==> src/include/mid_pkg.sv <==
package mid_pkg;

  // ****************************************
  // Widths
  // ****************************************
  localparam int unsigned INSTR_W = 16;
  localparam int unsigned PC_W    = 16;
  localparam int unsigned DATA_W  = 8;
  localparam int unsigned ADDR_W  = 12;
  localparam int unsigned BANK_W  = 4;
  localparam int unsigned FLAG_W  = 5;

  // ****************************************
  // Phases and operations
  // ****************************************
  typedef enum logic [3:0] {
    PH_Q1 = 4'b0001,
    PH_Q2 = 4'b0010,
    PH_Q3 = 4'b0100,
    PH_Q4 = 4'b1000
  } mid_phase_t;

  typedef enum logic [6:0] {
    OP_NOP  = 7'b0000001,
    OP_REL  = 7'b0000010,
    OP_SET  = 7'b0000100,
    OP_NEG  = 7'b0001000,
    OP_MOVE = 7'b0010000,
    OP_DW1  = 7'b0100000,
    OP_DW2  = 7'b1000000
  } mid_op_t;

  // ****************************************
  // Encodings and field positions
  // ****************************************
  localparam logic [15:0] NOP_WORD      = 16'h0000;
  localparam logic [4:0]  REL_PREFIX    = 5'h1a;
  localparam logic [3:0]  SET_PREFIX    = 4'h8;
  localparam logic [6:0]  NEG_PREFIX    = 7'h36;
  localparam logic [5:0]  MOVE_PREFIX   = 6'h14;
  localparam logic [3:0]  DW_PREFIX     = 4'hc;
  localparam logic [3:0]  SECOND_PREFIX = 4'hf;
  localparam logic [3:0]  ACCESS_BANK   = 4'h0;
  localparam logic [15:0] PC_STEP       = 16'h0002;
  localparam logic [7:0]  BIT_ONE       = 8'h01;
  localparam logic [7:0]  OV_VALUE      = 8'h80;
  localparam logic [7:0]  ZERO_BYTE     = 8'h00;

  localparam int OPC_HI     = 15;
  localparam int REL_OFF_HI = 10;
  localparam int BIT_HI     = 11;
  localparam int BIT_LO     = 9;
  localparam int D_BIT      = 9;
  localparam int A_BIT      = 8;
  localparam int F_HI       = 7;
  localparam int LADDR_HI   = 11;

  // ****************************************
  // Status flag positions
  // ****************************************
  localparam int ST_C  = 0;
  localparam int ST_DC = 1;
  localparam int ST_Z  = 2;
  localparam int ST_OV = 3;
  localparam int ST_N  = 4;

endpackage

==> src/include/mid_alu_if.sv <==
`timescale 1ns/1ns
interface mid_alu_if;
  mid_pkg::mid_op_t op;
  logic [7:0]       opnd;
  logic [2:0]       bitsel;
  logic [7:0]       result;
  logic [4:0]       flags;
  logic [4:0]       flag_en;
  modport core (output op, opnd, bitsel, input result, flags, flag_en);
  modport alu  (input op, opnd, bitsel, output result, flags, flag_en);
endinterface

==> src/logic/mid_core.sv <==
`timescale 1ns/1ns
// Overview of operation
// - Instructions are one 16-bit word, except one kind that spans two consecutive words.
// - A byte operation with destination bit 0 writes the working register, 1 the file.
// - The second word of a double-word instruction carries all ones in its top nibble.
// - A second word reached on its own executes as a no-operation.
// - Single-word instructions take one cycle, two when they change the PC, the extra idle.
// - A double-word instruction takes two instruction cycles.
// - One instruction cycle is made of four consecutive clock periods.
// - A file instruction reads its register first, modifies it, then stores the result.
// - An 8-bit file address field selects one of 256 file registers within a bank.
// - The bit-set instruction forces the selected bit of the file register to one.
// - Bank bit 0 addresses the access bank, bank bit 1 the bank select register's bank.
// - The relative branch loads PC+2+2n, touches no flag and idles its second cycle.
// - The negate instruction stores the two's complement and updates N, OV, C, DC and Z.
module mid_core (
  input  wire logic        mclk_in,
  input  wire logic        rst_n_in,
  output logic [15:0]      prog_addr_out,
  input  wire logic [15:0] prog_word_in,
  output logic [11:0]      data_addr_out,
  output logic             data_rd_out,
  input  wire logic [7:0]  data_rdata_in,
  output logic             data_wr_out,
  output logic [7:0]       data_wdata_out,
  input  wire logic        bank_load_in,
  input  wire logic [3:0]  bank_value_in,
  output logic [3:0]       bank_select_out,
  output logic [7:0]       working_register_out,
  output logic [4:0]       status_out
);

  // ****************************************
  // Reset release
  // ****************************************
  logic [1:0] rst_sync_q;
  logic       rst_n;

  always_ff @(posedge mclk_in or negedge rst_n_in) begin
    if (!rst_n_in) begin
      rst_sync_q <= 2'h0;
    end else begin
      rst_sync_q <= {rst_sync_q[0], 1'b1};
    end
  end
  assign rst_n = rst_sync_q[1];

  // ****************************************
  // State
  // ****************************************
  mid_pkg::mid_phase_t phase;
  mid_pkg::mid_op_t    exec_op_q;
  logic [15:0]         pc_q;
  logic [15:0]         instr_q;
  logic                second_q;
  logic [7:0]          hold_q;
  logic [7:0]          opnd_q;
  logic [11:0]         addr_q;
  logic                rd_q;
  logic                wr_q;
  logic [7:0]          wdata_q;
  logic                to_work_q;
  logic [4:0]          flags_q;
  logic [4:0]          flag_en_q;
  logic [7:0]          work_q;
  logic [4:0]          status_q;
  logic [3:0]          bank_q;
  logic [15:0]         rel_off;
  logic [15:0]         rel_tgt;
  logic                file_op;

  mid_alu_if alu_bus ();

  // ****************************************
  // Decoding
  // ****************************************
  function automatic mid_pkg::mid_op_t decode_op(input logic [15:0] w, input logic sec);
    mid_pkg::mid_op_t op;
    op = mid_pkg::OP_NOP;
    if (sec) begin
      if (w[mid_pkg::OPC_HI -: $bits(mid_pkg::SECOND_PREFIX)] == mid_pkg::SECOND_PREFIX) begin
        op = mid_pkg::OP_DW2;
      end
    end else if (w == mid_pkg::NOP_WORD) begin
      op = mid_pkg::OP_NOP;
    end else if (w[mid_pkg::OPC_HI -: $bits(mid_pkg::REL_PREFIX)] == mid_pkg::REL_PREFIX) begin
      op = mid_pkg::OP_REL;
    end else if (w[mid_pkg::OPC_HI -: $bits(mid_pkg::SET_PREFIX)] == mid_pkg::SET_PREFIX) begin
      op = mid_pkg::OP_SET;
    end else if (w[mid_pkg::OPC_HI -: $bits(mid_pkg::NEG_PREFIX)] == mid_pkg::NEG_PREFIX) begin
      op = mid_pkg::OP_NEG;
    end else if (w[mid_pkg::OPC_HI -: $bits(mid_pkg::MOVE_PREFIX)] == mid_pkg::MOVE_PREFIX) begin
      op = mid_pkg::OP_MOVE;
    end else if (w[mid_pkg::OPC_HI -: $bits(mid_pkg::DW_PREFIX)] == mid_pkg::DW_PREFIX) begin
      op = mid_pkg::OP_DW1;
    end
    // lone second word and unknown words fall through as idle
    return op;
  endfunction

  function automatic logic [11:0] file_addr(input logic [15:0] w, input logic sec,
                                            input logic [3:0] bank);
    logic [11:0] a;
    a = w[mid_pkg::LADDR_HI:0];
    if (!sec && (w[mid_pkg::OPC_HI -: $bits(mid_pkg::DW_PREFIX)] != mid_pkg::DW_PREFIX)) begin
      a = w[mid_pkg::A_BIT] ? {bank, w[mid_pkg::F_HI:0]}
                            : {mid_pkg::ACCESS_BANK, w[mid_pkg::F_HI:0]};
    end
    return a;
  endfunction

  assign file_op = (exec_op_q == mid_pkg::OP_SET) || (exec_op_q == mid_pkg::OP_NEG) ||
                   (exec_op_q == mid_pkg::OP_MOVE) || (exec_op_q == mid_pkg::OP_DW1) ||
                   (exec_op_q == mid_pkg::OP_DW2);

  // ****************************************
  // Phase sequencing
  // ****************************************
  // four clocks per cycle
  mid_phase_gen u_phase (
    .clk_in    (mclk_in),
    .rst_n_in  (rst_n),
    .phase_out (phase)
  );

  always_ff @(posedge mclk_in or negedge rst_n) begin
    if (!rst_n) begin
      exec_op_q <= mid_pkg::OP_NOP;
      addr_q    <= 12'h000;
    end else if (phase == mid_pkg::PH_Q1) begin
      exec_op_q <= decode_op(instr_q, second_q);
      addr_q    <= file_addr(instr_q, second_q, bank_q);
    end
  end

  // ****************************************
  // Fetch and program counter
  // ****************************************
  // Offset is n words, so 2n in bytes
  assign rel_off = {{(mid_pkg::PC_W - mid_pkg::REL_OFF_HI - 2){instr_q[mid_pkg::REL_OFF_HI]}},
                    instr_q[mid_pkg::REL_OFF_HI:0], 1'b0};
  // PC already points past this word, hence PC+2+2n
  assign rel_tgt = pc_q + rel_off;

  always_ff @(posedge mclk_in or negedge rst_n) begin
    if (!rst_n) begin
      pc_q    <= 16'h0000;
      instr_q <= mid_pkg::NOP_WORD;
    end else if (phase == mid_pkg::PH_Q4) begin
      if (exec_op_q == mid_pkg::OP_REL) begin
        pc_q    <= rel_tgt;
        // prefetched word dropped, idle cycle follows
        instr_q <= mid_pkg::NOP_WORD;
      end else begin
        pc_q    <= pc_q + mid_pkg::PC_STEP;
        instr_q <= prog_word_in;
      end
    end
  end

  // second word consumed in the next cycle
  always_ff @(posedge mclk_in or negedge rst_n) begin
    if (!rst_n) begin
      second_q <= 1'b0;
      hold_q   <= 8'h00;
    end else if (phase == mid_pkg::PH_Q4) begin
      second_q <= (exec_op_q == mid_pkg::OP_DW1);
      if (exec_op_q == mid_pkg::OP_DW1) begin
        hold_q <= opnd_q;
      end
    end
  end

  // ****************************************
  // Data port
  // ****************************************
  assign alu_bus.op     = exec_op_q;
  assign alu_bus.opnd   = (exec_op_q == mid_pkg::OP_DW2) ? hold_q : opnd_q;
  assign alu_bus.bitsel = instr_q[mid_pkg::BIT_HI:mid_pkg::BIT_LO];

  mid_alu u_alu (
    .alu (alu_bus.alu)
  );

  // every file instruction reads first, even the second word that only writes
  always_ff @(posedge mclk_in or negedge rst_n) begin
    if (!rst_n) begin
      rd_q   <= 1'b0;
      opnd_q <= 8'h00;
    end else begin
      rd_q <= (phase == mid_pkg::PH_Q1) && (decode_op(instr_q, second_q) != mid_pkg::OP_NOP) &&
              (decode_op(instr_q, second_q) != mid_pkg::OP_REL);
      if (phase == mid_pkg::PH_Q2) begin
        opnd_q <= data_rdata_in;
      end
    end
  end

  // process in third phase, write in fourth
  always_ff @(posedge mclk_in or negedge rst_n) begin
    if (!rst_n) begin
      wr_q      <= 1'b0;
      wdata_q   <= 8'h00;
      to_work_q <= 1'b0;
      flags_q   <= 5'h00;
      flag_en_q <= 5'h00;
    end else if (phase == mid_pkg::PH_Q3) begin
      wdata_q   <= alu_bus.result;
      flags_q   <= alu_bus.flags;
      flag_en_q <= alu_bus.flag_en;
      to_work_q <= (exec_op_q == mid_pkg::OP_MOVE) && !instr_q[mid_pkg::D_BIT];
      wr_q      <= (exec_op_q == mid_pkg::OP_SET) || (exec_op_q == mid_pkg::OP_NEG) ||
                   (exec_op_q == mid_pkg::OP_DW2) ||
                   ((exec_op_q == mid_pkg::OP_MOVE) && instr_q[mid_pkg::D_BIT]);
    end else begin
      wr_q <= 1'b0;
    end
  end

  // ****************************************
  // Working register, status, bank select
  // ****************************************
  always_ff @(posedge mclk_in or negedge rst_n) begin
    if (!rst_n) begin
      work_q <= 8'h00;
    end else if ((phase == mid_pkg::PH_Q4) && to_work_q) begin
      work_q <= wdata_q;
    end
  end

  always_ff @(posedge mclk_in or negedge rst_n) begin
    if (!rst_n) begin
      status_q <= 5'h00;
    end else if (phase == mid_pkg::PH_Q4) begin
      status_q <= (status_q & ~flag_en_q) | (flags_q & flag_en_q);
    end
  end

  // Loaded from outside; a load mid-cycle affects only the next decode
  always_ff @(posedge mclk_in or negedge rst_n) begin
    if (!rst_n) begin
      bank_q <= 4'h0;
    end else if (bank_load_in) begin
      bank_q <= bank_value_in;
    end
  end

  assign prog_addr_out        = pc_q;
  assign data_addr_out        = addr_q;
  assign data_rd_out          = rd_q;
  assign data_wr_out          = wr_q;
  assign data_wdata_out       = wdata_q;
  assign bank_select_out      = bank_q;
  assign working_register_out = work_q;
  assign status_out           = status_q;
endmodule

==> src/logic/mid_phase_gen.sv <==
`timescale 1ns/1ns
module mid_phase_gen (
  input  wire logic          clk_in,
  input  wire logic          rst_n_in,
  output mid_pkg::mid_phase_t phase_out
);

  always_ff @(posedge clk_in or negedge rst_n_in) begin
    if (!rst_n_in) begin
      phase_out <= mid_pkg::PH_Q1;
    end else begin
      case (phase_out)
        mid_pkg::PH_Q1: phase_out <= mid_pkg::PH_Q2;
        mid_pkg::PH_Q2: phase_out <= mid_pkg::PH_Q3;
        mid_pkg::PH_Q3: phase_out <= mid_pkg::PH_Q4;
        mid_pkg::PH_Q4: phase_out <= mid_pkg::PH_Q1;
        default:        phase_out <= mid_pkg::PH_Q1;
      endcase
    end
  end

endmodule

==> src/logic/mid_alu.sv <==
`timescale 1ns/1ns
module mid_alu (
  mid_alu_if.alu alu
);

  logic [8:0] neg_sum;
  logic [4:0] neg_low;

  always_comb begin
    neg_sum     = {1'b0, ~alu.opnd} + 9'h001;
    neg_low     = {1'b0, ~alu.opnd[3:0]} + 5'h01;
    alu.result  = alu.opnd;
    alu.flags   = '0;
    alu.flag_en = '0;
    case (alu.op)
      mid_pkg::OP_NEG: begin
        alu.result               = neg_sum[7:0];
        alu.flags[mid_pkg::ST_C]  = neg_sum[8];
        alu.flags[mid_pkg::ST_DC] = neg_low[4];
        alu.flags[mid_pkg::ST_Z]  = (neg_sum[7:0] == mid_pkg::ZERO_BYTE);
        alu.flags[mid_pkg::ST_N]  = neg_sum[7];
        // Only the most negative value overflows
        alu.flags[mid_pkg::ST_OV] = (alu.opnd == mid_pkg::OV_VALUE);
        alu.flag_en              = '1;
      end
      mid_pkg::OP_SET: begin
        alu.result = alu.opnd | (mid_pkg::BIT_ONE << alu.bitsel);
      end
      mid_pkg::OP_MOVE: begin
        alu.flags[mid_pkg::ST_Z]   = (alu.opnd == mid_pkg::ZERO_BYTE);
        alu.flags[mid_pkg::ST_N]   = alu.opnd[7];
        alu.flag_en[mid_pkg::ST_Z] = 1'b1;
        alu.flag_en[mid_pkg::ST_N] = 1'b1;
      end
      default: begin
        alu.result = alu.opnd;
      end
    endcase
  end

endmodule

==> config.mk <==
export PLATFORM = sky130hd
export DESIGN_NAME = mid_core
export DESIGN_NICKNAME = d
export VERILOG_FILES = /design/src/include/mid_pkg.sv /design/src/include/mid_alu_if.sv /design/src/logic/mid_core.sv /design/src/logic/mid_phase_gen.sv /design/src/logic/mid_alu.sv
export SDC_FILE = /design/constraint.sdc
export NUM_CORES = 1
export LEC_CHECK = 0
export BUFFER_PORTS_ARGS = -buffer_cell sky130_fd_sc_hd__buf_2
export CAP_MARGIN = 40
export CORE_MARGIN = 5
export CORE_UTILIZATION = 50
export DETAILED_ROUTE_END_ITERATION = 16
export MAX_ROUTING_LAYER = met4
export PLACE_DENSITY = 0.67
export SLEW_MARGIN = 20
export SYNTH_ARGS = -nofsm -noshare
export SYNTH_HDL_FRONTEND = slang
export SYNTH_HIERARCHICAL = 1
export SYNTH_SLANG_ARGS = --single-unit
export TNS_END_PERCENT = 50
==> constraint.sdc <==
create_clock -name mclk_in -period 6.8 [get_ports mclk_in]
set_input_delay 1.36 -clock mclk_in [delete_from_list [all_inputs] [get_ports mclk_in]]
set_output_delay 1.36 -clock mclk_in [all_outputs]
set_load 0.1 [all_outputs]
==> impl_metrics.json, run 1 <==
{
  "status": "complete, no violations",
  "wirelength_um": 13300,
  "clkSinkCount": 111,
  "finClkSkew_ps": 10.5,
  "p_sw_mw": 0.461,
  "p_leak_nw": 3.17,
  "power_per_cell_area_mw_per_mm2": 223,
  "internal_power_mw": 1.05,
  "vias": 4542,
  "highest_layer": "met4",
  "yosysUniqueCellTypes": 65,
  "hpwl_um": 9610,
  "fin_ws_ps": 3090,
  "htreeDepth": 3,
  "routedWlPerCell_um": 16.5,
  "drt-initial-drc-count": 251,
  "ios": 86,
  "gp_congestion": 0.910,
  "finalHoldViolCount": 0,
  "io_buffers": 84,
  "holdBufCountCts": 0,
  "wl_met1_um": 5750,
  "rows": 39,
  "finalCriticalPeriod_ps": 3710,
  "met2_length_um": 6680,
  "cp_max_fo": 13,
  "synth_edf_count": 0,
  "die_area_mm2": 0.0140,
  "clock_latency_ps": 350,
  "gr-total-overflow": 0,
  "max_cap_viol_count": 0,
  "clockPowerShare": 0.350,
  "cts_tree": "built",
  "cts-buffers-inserted": 9,
  "post_cts_buffers": 0,
  "start_util": 0.513,
  "arrival_ps": 3940,
  "max_slew_margin": 0.454,
  "die_x_um": 118,
  "cts_root_buffer": "clkbuf_16",
  "synthTopCellsByCount": "109 x dfrtp_1, 102 x nand2_1, 59 x mux2_2",
  "viasPerCell": 5.66,
  "rsz0062_at_grt": "no",
  "yosysMostFrequentCell": "dfrtp_1",
  "preCtsSetupSlack_ps": 3090,
  "synth_ff_type": "dfrtp_1",
  "worstMarginPinSlew_ps": 819,
  "syn_area_per_cell_um2": 10.2,
  "syn-num-nets": 625,
  "ant_nets": 0,
  "async_flop_share": 1.00,
  "cts_resized": 0,
  "coreArea_mm2": 0.0115,
  "stdcell_count": 803,
  "worstSetupStartpointType": "flip-flop",
  "max_freq_ghz": 0.269,
  "comb_power_share": 0.171,
  "wl_met3_um": 758,
  "pwr-share-seq": 0.479,
  "dpl-instance-area_mm2": 0.00643,
  "antennaDiodeCount": 0,
  "yosysSeqAreaShare": 0.473,
  "grt_pass1_vias": 4646,
  "holdWs_ps": 317,
  "die_y_um": 118,
  "synthTopCellsByArea": "dfrtp_1 46%, mux2_2 11%, nand2_1 6.5%, o21ai_0 3.9%, ha_1 3.4%",
  "area_delta_synth_final_pct": 15.2,
  "path_clk_slew_ps": 70,
  "dp_cells": 785,
  "crit_required_ps": 7030,
  "grt_max_degree": 67,
  "post-route-period-util": 0.546,
  "drive_above_1_share": 0.279,
  "clock_path_buffers": 2,
  "fin_area_mm2": 0.00677,
  "yosysTopAreaCell": "dfrtp_1",
  "min_path_type": "flip-flop to asynchronous set/reset pin",
  "tns_ps": 0,
  "yosys_warnings": 6,
  "grt_pass1_wl_um": 23100,
  "drc": 0,
  "finalPower_mw": 1.51,
  "drt-pass1-iter-count": 5,
  "critPathKind": "flip-flop to flip-flop",
  "ys_ff_latch": 111,
  "swShare": 0.305,
  "ir_drop_v": 0.000228,
  "setup_viol": 0,
  "synth_area_mm2": 0.00588,
  "nets": 703,
  "yosysTopAreaCellShare": 0.464,
  "track_usage": 0.204,
  "end_kind": "flip-flop",
  "final_util": 0.591,
  "slew_violations": 0,
  "synth_cells": 577,
  "grt_antenna_before_repair": 0
}
-- path summary, 6_finish.rpt --
path	depth (start not counted)	from	end	slack [ps]
min	0	rst_sync_q[1]	bank_select_out[1]	320
max reg2reg	10	alu_bus.op[6]	prog_addr_out[15]	3090
max in group asynchronous	2	rst_sync_q[1]	u_phase/phase_out[0]	5490
max	10	alu_bus.op[6]	prog_addr_out[15]	3090
min reg2reg	0	rst_sync_q[1]	bank_select_out[1]	320
min in group mclk_in	0	rst_sync_q[0]	rst_sync_q[1]	360
-- power by group through the flow --
stage	sequential (mW)	combinational (mW)	clock (mW)
floorplan	0.868	0.0696	0
global placement	0.735	0.255	0
detailed placement	0.737	0.258	0
CTS	0.725	0.259	0.548
global route	0.730	0.275	0.576
finish	0.724	0.259	0.529
-- area by class of cell --
type | count | area [µm²]
flip-flops and latches | 111 | 2780
fillers | 992 | 4690
repair buffers | 93 | 517
inverters | 16 | 60.1
clock inverters | 4 | 45.0
well taps | 143 | 179
clock buffers | 12 | 256
multi-input cells | 424 | 2930
-- sequential cells by signal, summed over array words and instances, names as in the netlist, 2 cells and up, named ones only --
name / count
working_register_out: 8
data_wdata_out: 8
bank_select_out: 4
flag_en_q: 5
opnd_q: 8
prog_addr_out: 15
alu_bus.op: 7
instr_q: 16
data_addr_out: 12
rst_sync_q: 2
u_phase/phase_out: 4
hold_q: 8
flags_q: 5
-- layout by cell type, fill, tap and decap left out, types with 7 or more instances in the layout --
| cell | count |
|---|---|
| nand3_1 | 18 |
| nand2_1 | 102 |
| dfrtp_1 | 108 |
| nor2_1 | 9 |
| or3_1 | 7 |
| nor3b_1 | 8 |
| and2_1 | 11 |
| clkbuf_16 | 9 |
| mux2_2 | 59 |
| o21ai_0 | 46 |
| buf_2 | 84 |
| a21oi_1 | 20 |
| inv_1 | 16 |
| nor3_1 | 17 |
| ha_1 | 16 |
| nand2b_1 | 8 |
-- worst max-delay path, stage by stage, from the launching register on --
cell	delay [ps]
dfrtp_1	460
or4_1	630
nor4b_4	550
nand2b_1	130
ha_1	230
fa_1	400
a21oi_1	270
o22ai_1	150
o22ai_1	420
mux2i_1	260
nand3_1	90
-- metal layers --
metal	track usage	up-vias
li1	-	2223
met1	0.262	2189
met2	0.327	122
met3	0.0535	8
met4	0.0454	0
met5	-	-
-- cells by family (layout without fill, tap and decap cells) --
| family | Yosys count | in the layout | share of synthesized area |
|---|---|---|---|
| AND/OR/NAND/NOR | 229 | 229 | 0.212 |
| multiplexers | 62 | 62 | 0.118 |
| XOR/XNOR | 12 | 12 | 0.0179 |
| flip-flops | 111 | 111 | 0.473 |
| AO/OA/AOI/OAI | 102 | 102 | 0.109 |
| buffers and inverters | 42 | 125 | 0.0313 |
| other | 2 | 2 | 0.00128 |
| adder cells (fa/ha/maj) | 17 | 17 | 0.0374 |
Power figures use the tool's default switching activity.
==> run 2, diff against run 1 <==
PLACE_DENSITY = 0.7   (was 0.67)
clock period = 3.18 ns   (was 6.8 ns; I/O delays follow)
==> run 2 against run 1 <==
Sequential share of layout area shrank 0.78 points. Clock power grew 120%. Maximum frequency grew 22%. Worst hold slack lost 260 ps. Combinational power grew 120%. Sequential power grew 110%. Sequential cell count is the same. Total power grew 120%. Cell area grew 1.9%. Via count grew 0.86%. Worst setup slack lost 3000 ps. Die area is the same. Critical path type unchanged.
==> impl_metrics.json, run 2 (synthesis results as in run 1) <==
{
  "grt_max_degree": 59,
  "p_leak_nw": 3.23,
  "crit_slowest_cell": "or4_4",
  "comb_power_share": 0.172,
  "crit_required_ps": 3420,
  "seq_area_mm2": 0.00278,
  "grt_antenna_before_repair": 0,
  "tns_ps": 0,
  "cp_top_family": "simple AND/OR/NAND/NOR gates",
  "setup_viol": 0,
  "clockPowerShare": 0.355,
  "gr-total-overflow": 0,
  "drive_above_1_share": 0.307,
  "antennaDiodeCount": 0,
  "r2r_cells": 10,
  "rr_startpoint": "alu_bus.op[6]",
  "worstSetupStartpointType": "flip-flop",
  "finalCriticalPeriod_ps": 3050,
  "end_kind": "flip-flop",
  "p_sw_mw": 0.998,
  "final_common_cell": "dfrtp_1",
  "grt_pass1_vias": 4623,
  "drt-pass1-iter-count": 5,
  "swShare": 0.305,
  "critPathKind": "flip-flop to flip-flop",
  "multi_input_area_mm2": 0.00296,
  "gp_congestion": 0.894,
  "arrival_ps": 3290,
  "status": "complete, no violations",
  "nets": 718,
  "grt_pass1_wl_um": 22600,
  "die_x_um": 118,
  "die_area_mm2": 0.0140,
  "htreeDepth": 3,
  "viasPerCell": 5.60,
  "max_cap_viol_count": 0,
  "cts_tree": "built",
  "cts_root_buffer": "clkbuf_16",
  "finClkSkew_ps": 6.58,
  "hpwl_um": 9540,
  "pwr-share-seq": 0.473,
  "max_slew_margin": 0.550,
  "worstMarginPinSlew_ps": 675,
  "ios": 86,
  "min_path_type": "input port to asynchronous set/reset pin",
  "wirelength_um": 13200,
  "n_fill_cell": 978,
  "die_y_um": 118,
  "power_per_cell_area_mw_per_mm2": 474,
  "preCtsSetupSlack_ps": -106,
  "largest-register": "instr_q",
  "crit_chain": "or4_4 -> nor4b_4 -> buf_4 -> and2_1 -> ha_1 -> a21o_1 -> o2bb2ai_1 -> o41a_1 -> a22oi_1 -> nand3_1",
  "cp_slowest_stage_delay_ps": 550,
  "start_util": 0.513,
  "drt-initial-drc-count": 275,
  "slew_violations": 0,
  "cp_max_fo": 7,
  "r2r_end": "prog_addr_out[14]",
  "clock_path_buffers": 2,
  "layout_common_cells": "108 x dfrtp_1, 102 x nand2_1, 85 x buf_2, 59 x mux2_2, 46 x o21ai_0",
  "io_buffers": 84,
  "clock_latency_ps": 350,
  "rrSetupSlack_ps": 130,
  "post-route-period-util": 0.960,
  "finalHoldViolCount": 0,
  "max_freq_ghz": 0.328,
  "track_usage": 0.200,
  "crit_buf_inv": 1,
  "drc": 0,
  "routedWlPerCell_um": 16.2,
  "ant_nets": 0,
  "coreArea_mm2": 0.0115,
  "ir_drop_v": 0.000439,
  "fin_ws_ps": 128,
  "cts-buffers-inserted": 9,
  "clkSinkCount": 111,
  "path_clk_slew_ps": 70,
  "area_delta_synth_final_pct": 17.4,
  "internal_power_mw": 2.28,
  "rows": 39,
  "vias": 4581,
  "largest_reg_flops": 16
}
run 2: area by class of cell:
class,instances,area share
clock buffer,13,0.0391
clock inverter,3,0.00580
inverter,16,0.00870
multi-input combinational,424,0.429
sequential,111,0.403
tap,143,0.0259
timing repair buffer,108,0.0884
run 2: power groups by stage:
stage | Combinational (mW) | Sequential (mW) | Clock (mW)
after floorplan | 0.149 | 1.86 | 0
after global placement | 0.554 | 1.57 | 0
after detailed placement | 0.560 | 1.57 | 0
after CTS | 0.563 | 1.55 | 1.20
after global routing | 0.597 | 1.56 | 1.26
final | 0.563 | 1.55 | 1.16
run 2: through the flow:
step	cells	hold slack [ps]	area, µm²	utilization	total power, mW
3_3_place_gp	799	335	6550	0.571	2.12
6_report	818	54.9	6900	0.602	3.27
4_1_cts	816	39.8	6870	0.599	3.32
3_5_place_dp	799	347	6550	0.571	2.13
5_1_grt	818	35.7	6900	0.602	3.42
2_1_floorplan	577	331	5880	-	2.01
run 2: worst max path at each step:
stage	to	slack [ps]	start	depth (start not counted)
after floorplan	prog_addr_out[14]	-50	alu_bus.op[6]	11
after global placement	prog_addr_out[14]	30	alu_bus.op[6]	11
after detailed placement	prog_addr_out[14]	-110	alu_bus.op[6]	11
after CTS	prog_addr_out[15]	6	alu_bus.op[6]	12
after global routing	prog_addr_out[11]	-20	alu_bus.op[6]	12
final	prog_addr_out[14]	130	alu_bus.op[6]	10
run 2: per-layer routing:
metal	global-route usage	vias up	wire length [µm]
met5	-	-	0
met4	0.0510	0	153
met3	0.0544	11	706
met2	0.312	119	6520
met1	0.262	2192	5830
li1	-	2259	-
run 2: repair_timing:
action / CTS / global route
hold buffers: 0 / 0
gates resized for setup: 2 / 6
setup buffers: 1 / 1
endpoints found under the hold margin: 0 / 0
setup endpoints to repair: 5 / 9
pin swaps: 2 / 3
==> run 3, diff against run 2 <==
CORE_ASPECT_RATIO = 1.5   (was unset)
==> run 3 against run 2 <==
Count of clock-buffer cells in the layout is 4 lower. Non-clock buffer count is 7 higher. Final cell count is 1.7% higher. First-iteration DRC count is 36% lower. Sequential cell count stayed put. Total power is 1.7% higher. Critical path depth stayed put. Sequential share of layout area is 0.56 points lower. Worst setup slack worse by 1.4 ps. Routed wire length is 4.2% higher.
==> impl_metrics.json, run 3 (synthesis results as in run 1) <==
{
  "area_delta_synth_final_pct": 19.1,
  "ios": 86,
  "hpwl_um": 10200,
  "preCtsSetupSlack_ps": -54.6,
  "layout_common_cells": "108 x dfrtp_1, 102 x nand2_1, 84 x buf_2, 59 x mux2_2, 45 x o21ai_0",
  "tns_ps": 0,
  "gp_congestion": 0.910,
  "cts_tree": "built",
  "vias": 4759,
  "end_kind": "flip-flop",
  "post-route-period-util": 0.960,
  "die_area_mm2": 0.0141,
  "cts-buffers-inserted": 9,
  "largest_reg_flops": 16,
  "largest-register": "instr_q",
  "gr-total-overflow": 0,
  "drt-pass1-iter-count": 4,
  "p_leak_nw": 3.27,
  "path_clk_slew_ps": 80,
  "ir_drop_v": 0.000350,
  "crit_buf_inv": 2,
  "crit_slowest_cell": "or4_1",
  "rows": 48,
  "setup_viol": 0,
  "internal_power_mw": 2.25,
  "status": "complete, no violations",
  "p_sw_mw": 1.08,
  "cp_max_fo": 10,
  "crit_chain": "buf_4 -> nor3_1 -> nand3_1 -> buf_4 -> mux2_2 -> or3_1 -> or4_1 -> o211ai_1 -> a41o_1 -> mux2_2",
  "routedWlPerCell_um": 16.5,
  "final_common_cell": "dfrtp_1",
  "finalCriticalPeriod_ps": 3050,
  "final_util": 0.607,
  "io_buffers": 84,
  "pwr-share-seq": 0.463,
  "clock_path_buffers": 2,
  "grt_pass1_vias": 4844,
  "fin_ws_ps": 126,
  "nets": 725,
  "power_per_cell_area_mw_per_mm2": 475,
  "cp_top_family": "simple AND/OR/NAND/NOR gates",
  "comb_power_share": 0.175,
  "finalHoldViolCount": 0,
  "worstSetupStartpointType": "flip-flop",
  "wirelength_um": 13800,
  "clockPowerShare": 0.362,
  "die_y_um": 143,
  "rsz0062_at_grt": "no",
  "holdWs_ps": 51.4,
  "min_path_type": "input port to asynchronous set/reset pin",
  "clock_latency_ps": 350,
  "antennaDiodeCount": 0,
  "drt-initial-drc-count": 175,
  "cp_slowest_stage_delay_ps": 540,
  "max_slew_margin": 0.562,
  "crit_required_ps": 3480,
  "die_x_um": 98.6,
  "swShare": 0.325,
  "htreeDepth": 3,
  "max_freq_ghz": 0.327,
  "fin_area_mm2": 0.00700,
  "track_usage": 0.205,
  "viasPerCell": 5.72,
  "worstMarginPinSlew_ps": 657,
  "slew_violations": 0,
  "clkSinkCount": 111,
  "start_util": 0.510,
  "critPathKind": "flip-flop to flip-flop",
  "drc": 0,
  "holdBufCountCts": 0,
  "arrival_ps": 3350,
  "finClkSkew_ps": 10.8,
  "ant_nets": 0,
  "cts_root_buffer": "clkbuf_16",
  "drive_above_1_share": 0.312,
  "grt_max_degree": 64,
  "grt_antenna_before_repair": 0,
  "grt_pass1_wl_um": 22800,
  "max_cap_viol_count": 0,
  "dpl-instance-area_mm2": 0.00660,
  "coreArea_mm2": 0.0115
}
## run 3: cell count changes in the layout (fill, tap and decap cells not counted), moves of 2 or more
cell and change:
clkinv_2 -2, clkinv_8 +2, buf_4 +7, inv_8 +2, clkbuf_8 -3
## run 3: worst reg2reg max path, cell delays in order (launching register included)
cell,delay (ps)
dfrtp_1,390
buf_4,170
nor3_1,360
nand3_1,140
buf_4,190
mux2_2,300
or3_1,470
or4_1,540
o211ai_1,120
a41o_1,190
mux2_2,140
## run 3: path summary, 6_finish.rpt
path                               start  cells past startpoint  slack, ps                          to
setup / recovery           alu_bus.op[3]                     10        130                  flags_q[2]
hold / removal                  rst_n_in                      1         50               rst_sync_q[0]
setup reg to reg           alu_bus.op[3]                     10        130                  flags_q[2]
hold reg to reg            rst_sync_q[1]                      0        260  asynchronous set/reset pin
max in group asynchronous  rst_sync_q[1]                      1       2270        u_phase/phase_out[0]
min in group mclk_in       rst_sync_q[0]                      0        370               rst_sync_q[1]
## run 3: power by group through the flow
stage | clock, mW | sequential, mW | combinational, mW
floorplan | 0 | 1.86 | 0.149
global placement | 0 | 1.57 | 0.558
detailed placement | 0 | 1.58 | 0.566
CTS | 1.24 | 1.55 | 0.569
global route | 1.30 | 1.55 | 0.617
finish | 1.21 | 1.54 | 0.583
## run 3: metrics by stage
stage | instances | power, mW
global placement | 811 | 2.13
finish | 832 | 3.33
global route | 832 | 3.47
detailed placement | 812 | 2.14
floorplan | 577 | 2.01
CTS | 830 | 3.36
## run 3: routing by layer
layer,GRT usage,part of all wire
met2,0.362,0.53
met1,0.229,0.40
met4,0.0763,0.031
met3,0.0406,0.044
met5,-,0
## run 3: final cells by class
cell class                      instances  area (µm²)
Clock buffer                            9         225
Clock inverter                          7         101
Tap cell                              150         188
Timing Repair Buffer                  115         678
Multi-Input combinational cell        424        2970
Fill cell                            1015        4530
Sequential cell                       111        2780
Inverter                               16        60.1
## run 3: timing repair
item	in CTS	in global routing
hold endpoints to repair	0	0
pin swaps	1	2
gates cloned	0	0
setup buffers	2	1
endpoints found under the setup margin	6	7
gates resized for setup	1	7
